$ cat config.mk
export PLATFORM = sky130hd
export DESIGN_NAME = eec_top
export DESIGN_NICKNAME = d
export VERILOG_FILES = /design/src/rtl/eec_pkg.sv /design/src/rtl/eec_top.sv /design/src/rtl/eec_eos_match.sv
export SDC_FILE = /design/constraint.sdc
export NUM_CORES = 1
export LEC_CHECK = 0
export BUFFER_PORTS_ARGS = -buffer_cell sky130_fd_sc_hd__buf_2
export CORE_ASPECT_RATIO = 0.9
export CORE_MARGIN = 5
export CORE_UTILIZATION = 46
export CTS_CLUSTER_SIZE = 14
export DETAILED_ROUTE_END_ITERATION = 7
export GPL_TIMING_DRIVEN = 0
export PLACE_DENSITY_LB_ADDON = 0.1
export SYNTH_ARGS = -nofsm -noshare
export SYNTH_HDL_FRONTEND = slang
export SYNTH_SLANG_ARGS = --single-unit
export TNS_END_PERCENT = 30
$ cat constraint.sdc
create_clock -name core_clk -period 1.5 [get_ports core_clk]
set_input_delay 0.075 -clock core_clk [delete_from_list [all_inputs] [get_ports core_clk]]
set_output_delay 0.075 -clock core_clk [all_outputs]
set_load 0.005 [all_outputs]
$ cat src/rtl/eec_pkg.sv
// constants for the end-of-string and accessory option control block
package eec_pkg;
   // register port offsets (3-bit address)
   localparam logic [2:0] STATUS_OFF     = 3'h0;  // status read, end bit
   localparam logic [2:0] ACC_OFF        = 3'h2;  // accessory_write_port
   localparam logic [2:0] AUX_OFF        = 3'h3;  // auxiliary command port
   localparam logic [2:0] EOS_BYTE_OFF   = 3'h6;  // end_string_byte write
   localparam logic [2:0] CTRL_READ_OFF  = 3'h7;  // control readback
   // accessory selector patterns in bits 7..5
   localparam logic [2:0] SEL_EOS_CTRL   = 3'h4;  // 1,0,0
   localparam logic [2:0] SEL_OPTIONS    = 3'h5;  // 1,0,1
   localparam int         SEL_MSB        = 7;
   localparam int         SEL_LSB        = 5;
   // eos_end_control field positions
   localparam int         WIDTH_SEL_BIT  = 4;     // compare_width_select
   localparam int         TX_MATCH_BIT   = 3;     // transmit_end_on_match
   localparam int         RX_MATCH_BIT   = 2;     // receive_end_on_match
   // status_interrupt_options field positions
   localparam int         STAT_SRC_BIT   = 4;     // status_source_select
   localparam int         INT_POL_BIT    = 3;     // interrupt_pin_polarity
   localparam int         LISTEN_CTL_BIT = 2;     // listen_when_controller
   localparam int         POLL_EOI_BIT   = 1;     // serial_poll_eoi_enable
   localparam int         AUTO_TAKE_BIT  = 0;     // auto_take_control
   // status bit position of the end flag
   localparam int         END_STAT_BIT   = 3;
   // reset values
   localparam logic [2:0] EOS_CTRL_RST   = 3'h0;
   localparam logic [4:0] OPTIONS_RST    = 5'h00;
   localparam logic [7:0] EOS_BYTE_RST   = 8'h00;
   // channel reset auxiliary command code
   localparam logic [7:0] AUX_CHAN_RESET = 8'h00;
   // compare masks
   localparam logic [7:0] MASK_8BIT      = 8'hff;
   localparam logic [7:0] MASK_7BIT      = 8'h7f;
endpackage : eec_pkg

$ cat src/rtl/eec_top.sv
// end-of-string / END control and accessory option registers
// How it works
// accessory write 100xxxxx loads eos control bits 4..2
// hardware or channel reset clears eos control
// width bit one compares all eight bits
// width bit zero compares low seven bits
// talker match with transmit flag drives EOI
// listener match with receive flag sets END
// receive match treated as EOI-terminated byte
// accessory write 101xxxxx loads option bits 4..0
// polarity bit selects interrupt pin active level
// listen-when-controller zero rejects own commands
// serial poll EOI follows the poll bit
// auto take-control on passed control
// other selectors leave eos control unchanged
//
// The implementer's own choices: the placing of the registers and the strobed register port.
`timescale 1ns/100ps
module eec_top
   import eec_pkg::*;
(
   input  wire logic       core_clk,            // 25 MHz clock
   input  wire logic       resetn,              // async reset, low
   input  wire logic [2:0] reg_addr,            // register offset
   input  wire logic [7:0] reg_wdata,           // write data
   input  wire logic       reg_wr,              // write strobe
   input  wire logic       reg_rd,              // read strobe
   output logic      [7:0] reg_rdata,           // read data, next cycle
   input  wire logic       talker_active_state, // talker active
   input  wire logic       tx_load,             // byte from command_data_out sent
   input  wire logic [7:0] command_data_out,    // outgoing byte
   input  wire logic       tx_eoi_req,          // software EOI for byte
   input  wire logic       serial_poll_active,  // being serial polled
   output logic            eoi_out,             // EOI driven with byte
   input  wire logic       listener_active,     // listener addressed
   input  wire logic       rx_valid,            // byte received
   input  wire logic [7:0] rx_byte,             // received byte
   input  wire logic       rx_eoi,              // EOI seen with byte
   output logic            rx_end,              // byte ends message, pulse
   output logic            end_status,          // sticky END bit
   input  wire logic       int_request,         // internal interrupt level
   output logic            int_pin,             // interrupt pin
   input  wire logic       controller_in_charge,// acting as controller
   input  wire logic       own_command,         // command byte sourced here
   output logic            command_accept,      // accept command byte
   input  wire logic       control_passed,      // control passed to us, pulse
   output logic            take_control,        // take control, pulse
   input  wire logic       srq_state,           // service request state
   input  wire logic       parallel_poll_flag,  // parallel poll flag
   output logic            ist                  // individual status
);
   logic [2:0] eos_ctrl_reg;   // width, transmit match, receive match
   logic [4:0] options_reg;    // source, polarity, listen, poll eoi, take
   logic [7:0] eos_byte_reg;   // end_string_byte
   logic       tx_match;       // outgoing byte matches
   logic       rx_match;       // incoming byte matches
   logic       acc_wr;         // write to accessory port
   logic       chan_reset;     // channel_reset_command issued
   logic       end_set;        // END bit set event
   logic       end_clr;        // END bit read-clear
   logic [7:0] rdata_next;     // read data next value
   logic       width_sel;      // compare_width_select
   logic       tx_on_match;    // transmit_end_on_match
   logic       rx_on_match;    // receive_end_on_match

   // selector decode, used for both accessory registers
   function automatic logic acc_sel(input logic [7:0] d, input logic [2:0] sel);
      acc_sel = d[SEL_MSB:SEL_LSB] == sel;
   endfunction : acc_sel

   // strobe decode
   always_comb begin
      acc_wr = reg_wr && reg_addr == ACC_OFF;
      chan_reset  = reg_wr && reg_addr == AUX_OFF && reg_wdata == AUX_CHAN_RESET;
      width_sel   = eos_ctrl_reg[2];
      tx_on_match = eos_ctrl_reg[1];
      rx_on_match = eos_ctrl_reg[0];
   end

   // eos control register
   always_ff @(posedge core_clk or negedge resetn) begin
      if (!resetn) begin
         eos_ctrl_reg <= EOS_CTRL_RST;
      end else if (chan_reset) begin
         eos_ctrl_reg <= EOS_CTRL_RST;
      end else if (acc_wr && acc_sel(reg_wdata, SEL_EOS_CTRL)) begin
         eos_ctrl_reg <= reg_wdata[WIDTH_SEL_BIT:RX_MATCH_BIT];
      end
   end

   // option register; channel reset leaves it alone
   always_ff @(posedge core_clk or negedge resetn) begin
      if (!resetn) begin
         options_reg <= OPTIONS_RST;
      end else if (acc_wr && acc_sel(reg_wdata, SEL_OPTIONS)) begin
         options_reg <= reg_wdata[STAT_SRC_BIT:AUTO_TAKE_BIT];
      end
   end

   // end-of-string byte
   always_ff @(posedge core_clk or negedge resetn) begin
      if (!resetn) begin
         eos_byte_reg <= EOS_BYTE_RST;
      end else if (reg_wr && reg_addr == EOS_BYTE_OFF) begin
         eos_byte_reg <= reg_wdata;
      end
   end

   // comparators for both directions
   eec_eos_match u_tx_match (
      .data_byte (command_data_out),
      .eos_byte  (eos_byte_reg),
      .width8    (width_sel),
      .match     (tx_match)
   );
   eec_eos_match u_rx_match (
      .data_byte (rx_byte),
      .eos_byte  (eos_byte_reg),
      .width8    (width_sel),
      .match     (rx_match)
   );

   // EOI with outgoing byte; serial poll has its own setting
   always_ff @(posedge core_clk or negedge resetn) begin
      if (!resetn) begin
         eoi_out <= 1'b0;
      end else if (serial_poll_active && tx_load) begin
         eoi_out <= options_reg[POLL_EOI_BIT];
      end else if (tx_load) begin
         eoi_out <= tx_eoi_req || (talker_active_state && tx_on_match && tx_match);
      end else begin
         eoi_out <= 1'b0;
      end
   end

   // end-of-message to acceptor
   always_comb begin
      end_set = rx_valid && listener_active && (rx_eoi || (rx_on_match && rx_match));
      end_clr = reg_rd && reg_addr == STATUS_OFF;
   end

   always_ff @(posedge core_clk or negedge resetn) begin
      if (!resetn) begin
         rx_end <= 1'b0;
      end else begin
         rx_end <= end_set;
      end
   end

   // sticky END status, set wins over read-clear
   always_ff @(posedge core_clk or negedge resetn) begin
      if (!resetn) begin
         end_status <= 1'b0;
      end else if (end_set) begin
         end_status <= 1'b1;
      end else if (end_clr) begin
         end_status <= 1'b0;
      end
   end

   // interrupt pin polarity
   always_ff @(posedge core_clk or negedge resetn) begin
      if (!resetn) begin
         int_pin <= 1'b1;
      end else begin
         int_pin <= options_reg[INT_POL_BIT] ? int_request : !int_request;
      end
   end

   // own command bytes need listen-when-controller
   always_ff @(posedge core_clk or negedge resetn) begin
      if (!resetn) begin
         command_accept <= 1'b1;
      end else begin
         command_accept <= !(controller_in_charge && own_command && !options_reg[LISTEN_CTL_BIT]);
      end
   end

   // automatic take control
   always_ff @(posedge core_clk or negedge resetn) begin
      if (!resetn) begin
         take_control <= 1'b0;
      end else begin
         take_control <= control_passed && options_reg[AUTO_TAKE_BIT];
      end
   end

   // individual status source
   always_ff @(posedge core_clk or negedge resetn) begin
      if (!resetn) begin
         ist <= 1'b0;
      end else begin
         ist <= options_reg[STAT_SRC_BIT] ? srq_state : parallel_poll_flag;
      end
   end

   // read mux
   always_comb begin
      rdata_next = 8'h00;
      if (reg_rd) begin
         case (reg_addr)
            STATUS_OFF:    rdata_next[END_STAT_BIT] = end_status;
            CTRL_READ_OFF: rdata_next = {eos_ctrl_reg, options_reg};
            default:       rdata_next = 8'h00;
         endcase
      end
   end

   // read data valid one cycle after strobe only
   always_ff @(posedge core_clk or negedge resetn) begin
      if (!resetn) begin
         reg_rdata <= 8'h00;
      end else begin
         reg_rdata <= rdata_next;
      end
   end
endmodule : eec_top

$ cat src/rtl/eec_eos_match.sv
// compares one bus byte with the end-of-string byte over 7 or 8 bits
`timescale 1ns/100ps
module eec_eos_match
   import eec_pkg::*;
(
   input  wire logic [7:0] data_byte,   // byte on the bus
   input  wire logic [7:0] eos_byte,    // end-of-string byte
   input  wire logic       width8,      // 1 = 8-bit compare
   output logic            match        // bytes equal under mask
);
   logic [7:0] mask;  // bits taking part in the compare

   // mask out bit 7 in 7-bit mode
   always_comb begin
      mask  = width8 ? MASK_8BIT : MASK_7BIT;
      match = ((data_byte ^ eos_byte) & mask) == 8'h00;
   end
endmodule : eec_eos_match

==> results of run 1 <==
synthesized netlist by cell type, drive strengths merged:
| library cell | n |
|---|---|
| dfrtp | 29 |
| xor2 | 16 |
| mux2 | 15 |
| and2 | 8 |
| nand2 | 8 |
| nor2 | 6 |
| nor4 | 5 |
| nand3 | 4 |
| mux2i | 3 |
| nand4 | 3 |
| dfstp | 2 |
| nor3 | 2 |
| a21boi | 1 |
| a32o | 1 |
| and3b | 1 |
| and4 | 1 |
| nand3b | 1 |
| nand4b | 1 |
| or4b | 1 |
| xnor2 | 1 |
power by group through the flow:
stage	clock network (W)	registers [W]	logic, W
final	0.000484	0.00102	0.000340
after global routing	0.000547	0.00104	0.000382
after CTS	0.000490	0.00102	0.000346
after detailed placement	0	0.00104	0.000326
after global placement	0	0.00103	0.000313
after floorplan	0	0.00102	0.000180
cell type report:
class / instances / area share, %
Sequential cell: 31 / 41.80
Clock buffer: 6 / 2.755
Timing Repair Buffer: 66 / 19.89
Clock inverter: 1 / 0.2688
Multi-Input combinational cell: 78 / 32.59
Tap cell: 40 / 2.688
timing repair:
item | in CTS | in global routing
gates resized for setup | 0 | 0
buffers inserted | 0 | 0
hold buffers | 8 | 0
hold endpoints to repair | 34 | 0
worst register-to-register path, delay by kind of cell (launching register included):
| kind | cells | cell delay (ns) |
|---|---|---|
| flops | 1 | 0.37 |
| buf+inv | 1 | 0.56 |
| mux | 1 | 0.34 |
worst max-delay path by stage:
| stage | startpoint | to | slack, ns | cells past startpoint |
|---|---|---|---|---|
| after floorplan | reg_addr[2] | eos_ctrl_reg[1] | 0.27 | 4 |
| after global placement | reg_addr[2] | eos_ctrl_reg[1] | 0.10 | 5 |
| after detailed placement | reg_addr[2] | eos_ctrl_reg[0] | 0.08 | 5 |
| after CTS | options_reg[4] | ist | 0.13 | 2 |
| after global routing | options_reg[4] | ist | 0.07 | 2 |
| final | options_reg[4] | ist | 0.11 | 2 |
cell families (layout without fill, tap and decap cells):
group / count (synthesis) / in the layout / synth area share (%)
AOI/OAI and AO/OA: 2 / 2 / 1.265
DFF: 31 / 31 / 56.19
and+or+nand+nor: 41 / 41 / 17.44
muxes: 18 / 18 / 14.36
buffers and inverters: 0 / 73 / 0
xor gates and xnor gates: 17 / 17 / 10.75
stage by stage:
stage          utilization (%)  worst slack, ns  hold slack, ns  total power (W)
4_1_cts                  66.13           0.1336         0.01452         0.001857
2_1_floorplan                -           0.2738         -0.2206         0.001200
3_3_place_gp             61.29           0.1043          0.1437         0.001346
3_5_place_dp             61.29          0.07974          0.1440         0.001364
5_1_grt                  66.13          0.07198       0.0009115         0.001964
6_report                 66.13           0.1119         0.01418         0.001845
cells in the final DEF, fill, tap and decap left out, drive strengths merged, types with 3 or more instances in the layout:
master,Yosys,layout
and2,8,8
buf,0,58
clkbuf,0,6
dfrtp,29,29
dlygate4sd3,0,8
mux2,15,15
mux2i,3,3
nand2,8,8
nand3,4,4
nand4,3,3
nor2,6,6
nor4,5,5
xor2,16,16
metal layers:
metal	up-vias	wire (um)	global-route usage [%]
met4	0	42	6.799
li1	529	-	-
met5	-	0	0
met1	507	1343	20.09
met3	5	163	4.856
met2	37	1627	30.10
==> reports/results.txt, run 1 <==
Status -> finished clean
Total grt overflow -> 0
Synth warn -> 0
Cell chain of the critical path -> mux2_2 -> dlygate4sd3_1
Cell Count, Final, Fillers Out -> 222
Sequential Power Share -> 55.3%
Shortest period the worst path allows -> 1.388 ns
HP Start -> reg_wdata[1]
CTS tree -> yes
Vias in the first global route -> 1,138
H-tree depth -> 2
Fillers -> 234
DR vias -> 1,078
Width of the die -> 67.84 um
Switching Fraction -> 26.79%
Clk_lat worst skew -> 0.32 ns
Area occupied by multi-input gates -> 606.8 um^2
CP max stage delay -> 0.56 ns
Pint -> 0.001351 W
DP Area -> 1725 um^2
Logic pwr share -> 18.4%
Proportion of netlist area held by the largest area contributor -> 52.39%
Crit Path Max Fanout -> 3
Post-Syn Area -> 1385 um^2
Drt wl/cell -> 14.31 um
Post-placement cell count -> 207
Crit path DAT -> 1.60 ns
WHS Endpoint -> eos_byte_reg[1]
Avg Vias per Cell -> 4.856
Period utilization -> 92.54%
Total Routing Usage GR -> 17.16%
Slew headroom -> 56.35%
Core box area -> 2815 um^2
Slowest cell on the critical path -> dlygate4sd3_1
Syn Inst Count -> 109
RR Startpoint -> options_reg[4]
Total CTS buffers -> 5
Worst Clk Skew -> 0.01436 ns
Hold Path Cell Cnt -> 2
CTS clock-pin slew for the worst setup and hold paths -> 0.10 ns
#FFs+latches synth -> 31
Num Clock Sinks -> 31
Clock power frac -> 26.3%
Peak Freq -> 720.4 MHz
Worst Path Buf+Inv -> 1
Cell area after layout -> 1862 um^2
Layout Area Growth over Synthesis -> 34.42%
# diodes -> 0
Cell taking the most area after synthesis -> dfrtp_1
RSZ-0062 raised after global routing -> no
# setup viols final -> 0
Kind of critical path -> flop to flop
Final Hold Vio Count -> 0
Crit Reg-Reg Endpoint -> ist
Sw Pwr -> 0.0004944 W
Register area share after synthesis -> 56.19%
HPWL after DPL -> 2435 um
CP Capture Type -> flop
Die height -> 62.06 um
Top post-synthesis cells by area -> dfrtp_1 52%, mux2_2 12%, xor2_1 10%, dfstp_2 3.8%, and2_1 3.6%
Row cnt -> 18
Startpoint types -> flop
Register-to-Register Path Depth -> 2
Root buf cell -> clkbuf_4
Routability cong. -> 0.8253
Slew @ Worst Pin -> 0.6547 ns
First drt pass iteration count -> 2
Post-route ant nets -> 0
Final #Nets -> 226
First-pass GRT wire length -> 5078 um
VDD IR-drop max -> 0.5560 mV
Initial antenna violation count -> 0
PwrDens -> 991.2 nW/um^2
Net count after synthesis -> 153
Drc violations -> 0
Synth Area per Inst -> 12.71 um^2
Share of post-route cells with drive strength above 1 -> 46.15%
IO Port Bufs -> 58
CP delay by family, top -> buffers and inverters
Register area -> 778.2 um^2
Die area -> 4210 um^2
Starting DRT DRC Count -> 29
# IOs -> 59
Worst reg2reg setup slack -> 0.11 ns
Clock buffer depth -> 2
Hold Path Class -> input port to flop
WP data required -> 1.71 ns
TNS Setup -> 0 ns
Slew Viols, Final -> 0
Largest net degree at the start of global routing -> 32
Post-synthesis cell type count -> 21
Total of max-cap violations -> 0
P_leak -> 0.9468 nW
Initial core utilization -> 49.20%
Final WL -> 3176 um
No activity file was read; power rests on OpenSTA's default activity.
==> run 2: changes to the inputs <==
Settings changed: CORE_UTILIZATION 46 to 47, SYNTH_HIERARCHICAL from default to 1.
==> reports/results.txt, run 2 <==
Utilization after layout -> 66.37% (was 66.13%)
Cell taking the most area after synthesis -> dfrtp_1 (unchanged)
Die height -> 63.08 um (was 62.06 um)
Post-synth top cells -> 29 x dfrtp_1, 15 x xnor2_1, 9 x mux2_2, 8 x and2_1, 8 x nand3_1 (was 29 x dfrtp_1, 16 x xor2_1, 15 x mux2_2, 8 x and2_1, 8 x nand2_1)
TNS Setup -> 0 ns (unchanged)
#FFs+latches synth -> 31 (unchanged)
Slew headroom -> 55.74% (was 56.35%)
# IOs -> 59 (unchanged)
Pint -> 0.001402 W (was 0.001351 W)
Total Routing Usage GR -> 17.09% (was 17.16%)
Synth warn -> 6 (was 0)
Peak Freq -> 713.7 MHz (was 720.4 MHz)
Register area -> 778.2 um^2 (unchanged)
Final Hold Vio Count -> 0 (unchanged)
Synth Area per Inst -> 13.02 um^2 (was 12.71 um^2)
Width of the die -> 68.98 um (was 67.84 um)
Net count after synthesis -> 157 (was 153)
Register area share after synthesis -> 52.89% (was 56.19%)
Worst Clk Skew -> 0.009231 ns (was 0.01436 ns)
First drt pass iteration count -> 4 (was 2)
Hold Path Class -> input port to flop (unchanged)
Period utilization -> 93.41% (was 92.54%)
Total grt overflow -> 0 (unchanged)
PwrDens -> 945.6 nW/um^2 (was 991.2 nW/um^2)
Startpoint types -> input port (was flop)
RSZ-0062 raised after global routing -> no (unchanged)
Starting DRT DRC Count -> 50 (was 29)
Logic pwr share -> 20.8% (was 18.4%)
Worst slack, placed -> 0.2143 ns (was 0.07974 ns)
Gates resized, CTS repair -> 0 (unchanged)
Vias in the first global route -> 1,226 (was 1,138)
Initial antenna violation count -> 0 (unchanged)
First-pass GRT wire length -> 5478 um (was 5078 um)
Post-synth ARST share -> 100.0% (unchanged)
Core box area -> 3043 um^2 (was 2815 um^2)
Top post-synthesis cells by area -> dfrtp_1 49%, xnor2_1 8.9%, mux2_2 6.9%, mux2_4 5.1%, dfstp_2 3.6% (was dfrtp_1 52%, mux2_2 12%, xor2_1 10%, dfstp_2 3.8%, and2_1 3.6%)
Final WL -> 3280 um (was 3176 um)
Number of synthesized flops with an enable pin -> 0 (unchanged)
VDD IR-drop max -> 0.5863 mV (was 0.5560 mV)
Ys flop type -> dfrtp_1 (unchanged)
Status -> finished clean (unchanged)
WP data required -> 1.71 ns (about the same)
CP Capture Type -> flop (unchanged)
Switching Fraction -> 26.56% (was 26.79%)
Shortest period the worst path allows -> 1.401 ns (was 1.388 ns)
Slew @ Worst Pin -> 0.6640 ns (was 0.6547 ns)
Initial core utilization -> 48.36% (was 49.20%)
Commonest non-fill, non-tap cell in the layout -> buf_2 (unchanged)
DR vias -> 1,130 (was 1,078)
Drc violations -> 0 (unchanged)
Row cnt -> 19 (was 18)
H-tree depth -> 2 (unchanged)
Clk_lat worst skew -> 0.33 ns (was 0.32 ns)
Final #Nets -> 236 (was 226)
Kind of critical path -> input port to flop (was flop to flop)
Share of post-route cells with drive strength above 1 -> 45.60% (was 46.15%)
Sequential Power Share -> 52.5% (was 55.3%)
Post-route ant nets -> 0 (unchanged)
Die area -> 4351 um^2 (was 4210 um^2)
Area occupied by multi-input gates -> 678.2 um^2 (was 606.8 um^2)
CTS tree -> yes (unchanged)
Sw Pwr -> 0.0005072 W (was 0.0004944 W)
Final WS setup -> 0.09888 ns (was 0.1119 ns)
Num Clock Sinks -> 31 (unchanged)
Crit path DAT -> 1.61 ns (was 1.60 ns)
Clock buffer depth -> 2 (unchanged)
Total of max-cap violations -> 0 (unchanged)
Proportion of netlist area held by the largest area contributor -> 49.32% (was 52.39%)
Count leader, synth -> dfrtp_1 (unchanged)
Post-synthesis cell type count -> 32 (was 21)
Total CTS buffers -> 5 (unchanged)
Syn Inst Count -> 113 (was 109)
Clock power frac -> 26.7% (was 26.3%)
Slew Viols, Final -> 0 (unchanged)
Routability cong. -> 0.8649 (was 0.8253)
Most frequent cells in the layout -> 57 x buf_2, 29 x dfrtp_1, 15 x xnor2_1, 15 x dlygate4sd3_1, 9 x mux2_2 (was 58 x buf_2, 29 x dfrtp_1, 16 x xor2_1)
IO Port Bufs -> 57 (was 58)
Layout Area Growth over Synthesis -> 37.25% (was 34.42%)
Fillers -> 249 (was 234)
Crit Path Max Fanout -> 3 (unchanged)
CTS clock-pin slew for the worst setup and hold paths -> 0.10 ns (about the same)
Largest net degree at the start of global routing -> 32 (unchanged)
P_leak -> 0.9520 nW (was 0.9468 nW)
Root buf cell -> clkbuf_4 (unchanged)
Avg Vias per Cell -> 4.809 (was 4.856)
# diodes -> 0 (unchanged)
Drt wl/cell -> 13.96 um (was 14.31 um)
Post-Syn Area -> 1471 um^2 (was 1385 um^2)
# setup viols final -> 0 (unchanged)
HPWL after DPL -> 2431 um (was 2435 um)
run 2: layout make-up:
cell class | instances | area share [%]
well taps | 42 | 2.602
flip-flops and latches | 31 | 38.54
clock buffers | 7 | 2.726
multi-input cells | 80 | 33.58
plain buffers | 1 | 0.5576
inverters | 1 | 0.1859
clock inverters | 1 | 0.2478
repair buffers | 72 | 21.56
run 2: kinds of logic after synthesis:
logic type                after synthesis  share of synthesized area [%]
DFF                                    31                          52.89
xor gates and xnor gates               17                          10.12
buffers and inverters                   2                          1.020
muxes                                  14                          11.99
and+or+nand+nor                        35                          17.26
AOI/OAI and AO/OA                      14                          6.718
run 2: worst paths after layout:
| check | startpoint | endpoint | slack, ns | cells past startpoint |
|---|---|---|---|---|
| max | reg_wdata[1] | eos_ctrl_reg[0] | 0.1 | 5 |
| min | rx_eoi | rx_end | 0.02 | 3 |
| max reg2reg | options_reg[4] | ist | 0.12 | 2 |
| min reg2reg | options_reg[3] | int_pin | 0.49 | 1 |
| max in group asynchronous | resetn | eos_ctrl_reg[1] | 0.76 | 2 |
| min in group asynchronous | resetn | reg_rdata[0] | 0.30 | 2 |
run 2: routing by layer:
layer | GRT usage, % | vias up | share of wire, %
met5 | 0 | - | 0
met4 | 6.569 | 0 | 0.79
met3 | 5.506 | 2 | 6.2
met2 | 27.50 | 36 | 50
met1 | 20.92 | 526 | 43
li1 | - | 566 | -
run 2: worst max-delay path, stage by stage:
cell           delay (ns)
dlygate4sd3_1        0.53
buf_2                0.13
or4_1                0.58
o211ai_1             0.20
nand3_1              0.09
run 2: repair_timing:
action,in CTS,in global routing
setup buffers,0,0
hold endpoints to repair,39,0
setup endpoints to repair,0,0
hold buffers,15,0
run 2: through the flow:
| step | std cells | power, W | cell area (um^2) | hold slack (ns) |
|---|---|---|---|---|
| 6_report | 235 | 0.001910 | 2019 | 0.02358 |
| 5_1_grt | 235 | 0.002036 | 2019 | 0.02189 |
| 4_1_cts | 235 | 0.001935 | 2019 | 0.01435 |
| 3_5_place_dp | 212 | 0.001387 | 1809 | 0.1542 |
| 3_3_place_gp | 212 | 0.001371 | 1809 | 0.1476 |
| 2_1_floorplan | 113 | 0.001236 | 1471 | -0.2206 |
run 2: power by group through the flow:
| stage | logic, W | clock network (W) | registers (W) |
|---|---|---|---|
| global placement | 0.000357 | 0 | 0.00101 |
| detailed placement | 0.000368 | 0 | 0.00102 |
| global route | 0.000443 | 0.000574 | 0.00102 |
| finish | 0.000397 | 0.000509 | 0.00100 |
| floorplan | 0.000228 | 0 | 0.00101 |
| CTS | 0.000401 | 0.000530 | 0.00100 |
==> run 3: changes to the inputs <==
Settings changed: CELL_PAD_IN_SITES_DETAIL_PLACEMENT from default to 1, CELL_PAD_IN_SITES_GLOBAL_PLACEMENT from default to 1, CORE_UTILIZATION 47 to 37.
==> reports/results.txt, run 3 (synthesis gave the netlist of run 2 again) <==
Initial antenna violation count -> 0 (unchanged)
PwrDens -> 1060 nW/um^2 (was 945.6 nW/um^2)
Width of the die -> 76.47 um (was 68.98 um)
Crit Path Max Fanout -> 3 (unchanged)
P_leak -> 0.9259 nW (was 0.9520 nW)
Hold Path Class -> input port to flop (unchanged)
Slowest cell on the critical path -> dfrtp_1 (was or4_1)
Clk_lat worst skew -> 0.28 ns (was 0.33 ns)
Slew @ Worst Pin -> 0.7061 ns (was 0.6640 ns)
Most frequent cells in the layout -> 57 x buf_2, 29 x dfrtp_1, 14 x xnor2_1 (was 57 x buf_2, 29 x dfrtp_1, 15 x xnor2_1, 15 x dlygate4sd3_1, 9 x mux2_2)
Total chip power -> 0.002070 W (was 0.001910 W)
CP max stage delay -> 0.42 ns (was 0.58 ns)
CTS clock-pin slew for the worst setup and hold paths -> 0.07 ns (was 0.10 ns)
# IOs -> 59 (unchanged)
Root buf cell -> clkbuf_8 (was clkbuf_4)
RR Startpoint -> eos_byte_reg[0] (was options_reg[4])
HP Start -> control_passed (was rx_eoi)
H-tree depth -> 2 (unchanged)
Clock buffer depth -> 2 (unchanged)
Total of max-cap violations -> 0 (unchanged)
Largest net degree at the start of global routing -> 32 (unchanged)
Period utilization -> 89.66% (was 93.41%)
Initial core utilization -> 38.89% (was 48.36%)
Post-CTS Setup Inserts -> 0 (unchanged)
Die area -> 5340 um^2 (was 4351 um^2)
Crit path DAT -> 1.57 ns (was 1.61 ns)
# diodes -> 0 (unchanged)
Num Clock Sinks -> 31 (unchanged)
Kind of critical path -> flop to flop (was input port to flop)
Die height -> 69.83 um (was 63.08 um)
Row cnt -> 21 (was 19)
Shortest period the worst path allows -> 1.345 ns (was 1.401 ns)
Drt wl/cell -> 16.14 um (was 13.96 um)
First drt pass iteration count -> 3 (was 4)
Status -> finished clean (unchanged)
CTS tree -> yes (unchanged)
TNS Setup -> 0 ns (unchanged)
Total CTS buffers -> 5 (unchanged)
WP data required -> 1.73 ns (was 1.71 ns)
First-pass GRT wire length -> 6285 um (was 5478 um)
DR vias -> 1,143 (was 1,130)
Drc violations -> 0 (unchanged)
CP Capture Type -> flop (unchanged)
RSZ-0062 raised after global routing -> no (unchanged)
Total Routing Usage GR -> 14.63% (was 17.09%)
Cell chain of the critical path -> xnor2_1 -> nand4_1 -> a211oi_2 -> a21oi_1 -> nor2_1 -> a21o_1 (was dlygate4sd3_1 -> buf_2 -> or4_1 -> o211ai_1 -> nand3_1)
VDD IR-drop max -> 0.5053 mV (was 0.5863 mV)
Final #Nets -> 225 (was 236)
Share of post-route cells with drive strength above 1 -> 48.90% (was 45.60%)
Starting DRT DRC Count -> 20 (was 50)
Worst Clk Skew -> 0.007335 ns (was 0.009231 ns)
Peak Freq -> 743.5 MHz (was 713.7 MHz)
IO Port Bufs -> 57 (unchanged)
HPWL after DPL -> 2980 um (was 2431 um)
# setup viols final -> 0 (unchanged)
Post-route ant nets -> 0 (unchanged)
Final Hold Vio Count -> 0 (unchanged)
Core box area -> 3784 um^2 (was 3043 um^2)
Setup crit start -> eos_byte_reg[0] (was reg_wdata[1])
Routability cong. -> 0.8363 (was 0.8649)
Layout Area Growth over Synthesis -> 32.74% (was 37.25%)
Avg Vias per Cell -> 5.013 (was 4.809)
Total grt overflow -> 0 (unchanged)
Commonest non-fill, non-tap cell in the layout -> buf_2 (unchanged)
Vias in the first global route -> 1,273 (was 1,226)
Worst Path Buf+Inv -> 0 (was 2)
Final WL -> 3680 um (was 3280 um)
Slew headroom -> 52.93% (was 55.74%)
Startpoint types -> flop (was input port)
CP delay by family, top -> flip-flops (was simple AND/OR/NAND/NOR gates)
Slew Viols, Final -> 0 (unchanged)
## run 3: layout make-up
cell class                      instances  area (um^2)
Buffer                                  1        11.26
Clock buffer                            7        86.33
Clock inverter                          1        5.005
Fill cell                             427         1831
Inverter                                1        3.754
Multi-Input combinational cell         80        685.7
Sequential cell                        31        778.2
Tap cell                               46        57.56
Timing Repair Buffer                   61        325.3
## run 3: metrics by stage
stage | setup slack, ns | std cells | util (%) | area (um^2) | hold slack [ns]
after detailed placement | 0.1416 | 216 | 47.95 | 1814 | 0.1716
final | 0.1550 | 228 | 51.62 | 1953 | 0.01460
after floorplan | 0.3560 | 113 | - | 1471 | -0.2206
after global placement | 0.1776 | 216 | 47.95 | 1814 | 0.1562
after CTS | 0.1200 | 228 | 51.42 | 1946 | 0.005661
after global routing | 0.003391 | 228 | 51.62 | 1953 | 0.005863
## run 3: what timing repair did
action / in CTS / in global routing
hold buffers: 4 / 0
endpoints found under the hold margin: 31 / 0
resized for setup: 0 / 1
setup endpoints to repair: 0 / 1
## run 3: where the power goes
part	total (W)	switching, W	internal [W]	leakage, nW
clock	0.000676	0.000306	0.000370	0.0482
sequential	0.00101	0.0000770	0.000930	0.383
combinational	0.000387	0.000156	0.000231	0.494
## run 3: worst paths after layout
kind	end	slack, ns	cells after the start
min in group asynchronous	reg_rdata[7]	0.38	2
max in group asynchronous	eos_byte_reg[0]	0.66	2
min	take_control	0.01	2
max	end_status	0.16	6
min reg2reg	int_pin	0.46	1
max reg2reg	end_status	0.16	6
## run 3: layer usage
metal	share of wire, %	wire, um	GRT usage [%]	vias to the layer above
met5	0	0	0	-
met4	0.54	20	3.495	0
met3	6.2	229	4.545	2
met2	53	1949	25.19	34
met1	40	1481	17.73	565
li1	-	-	-	542
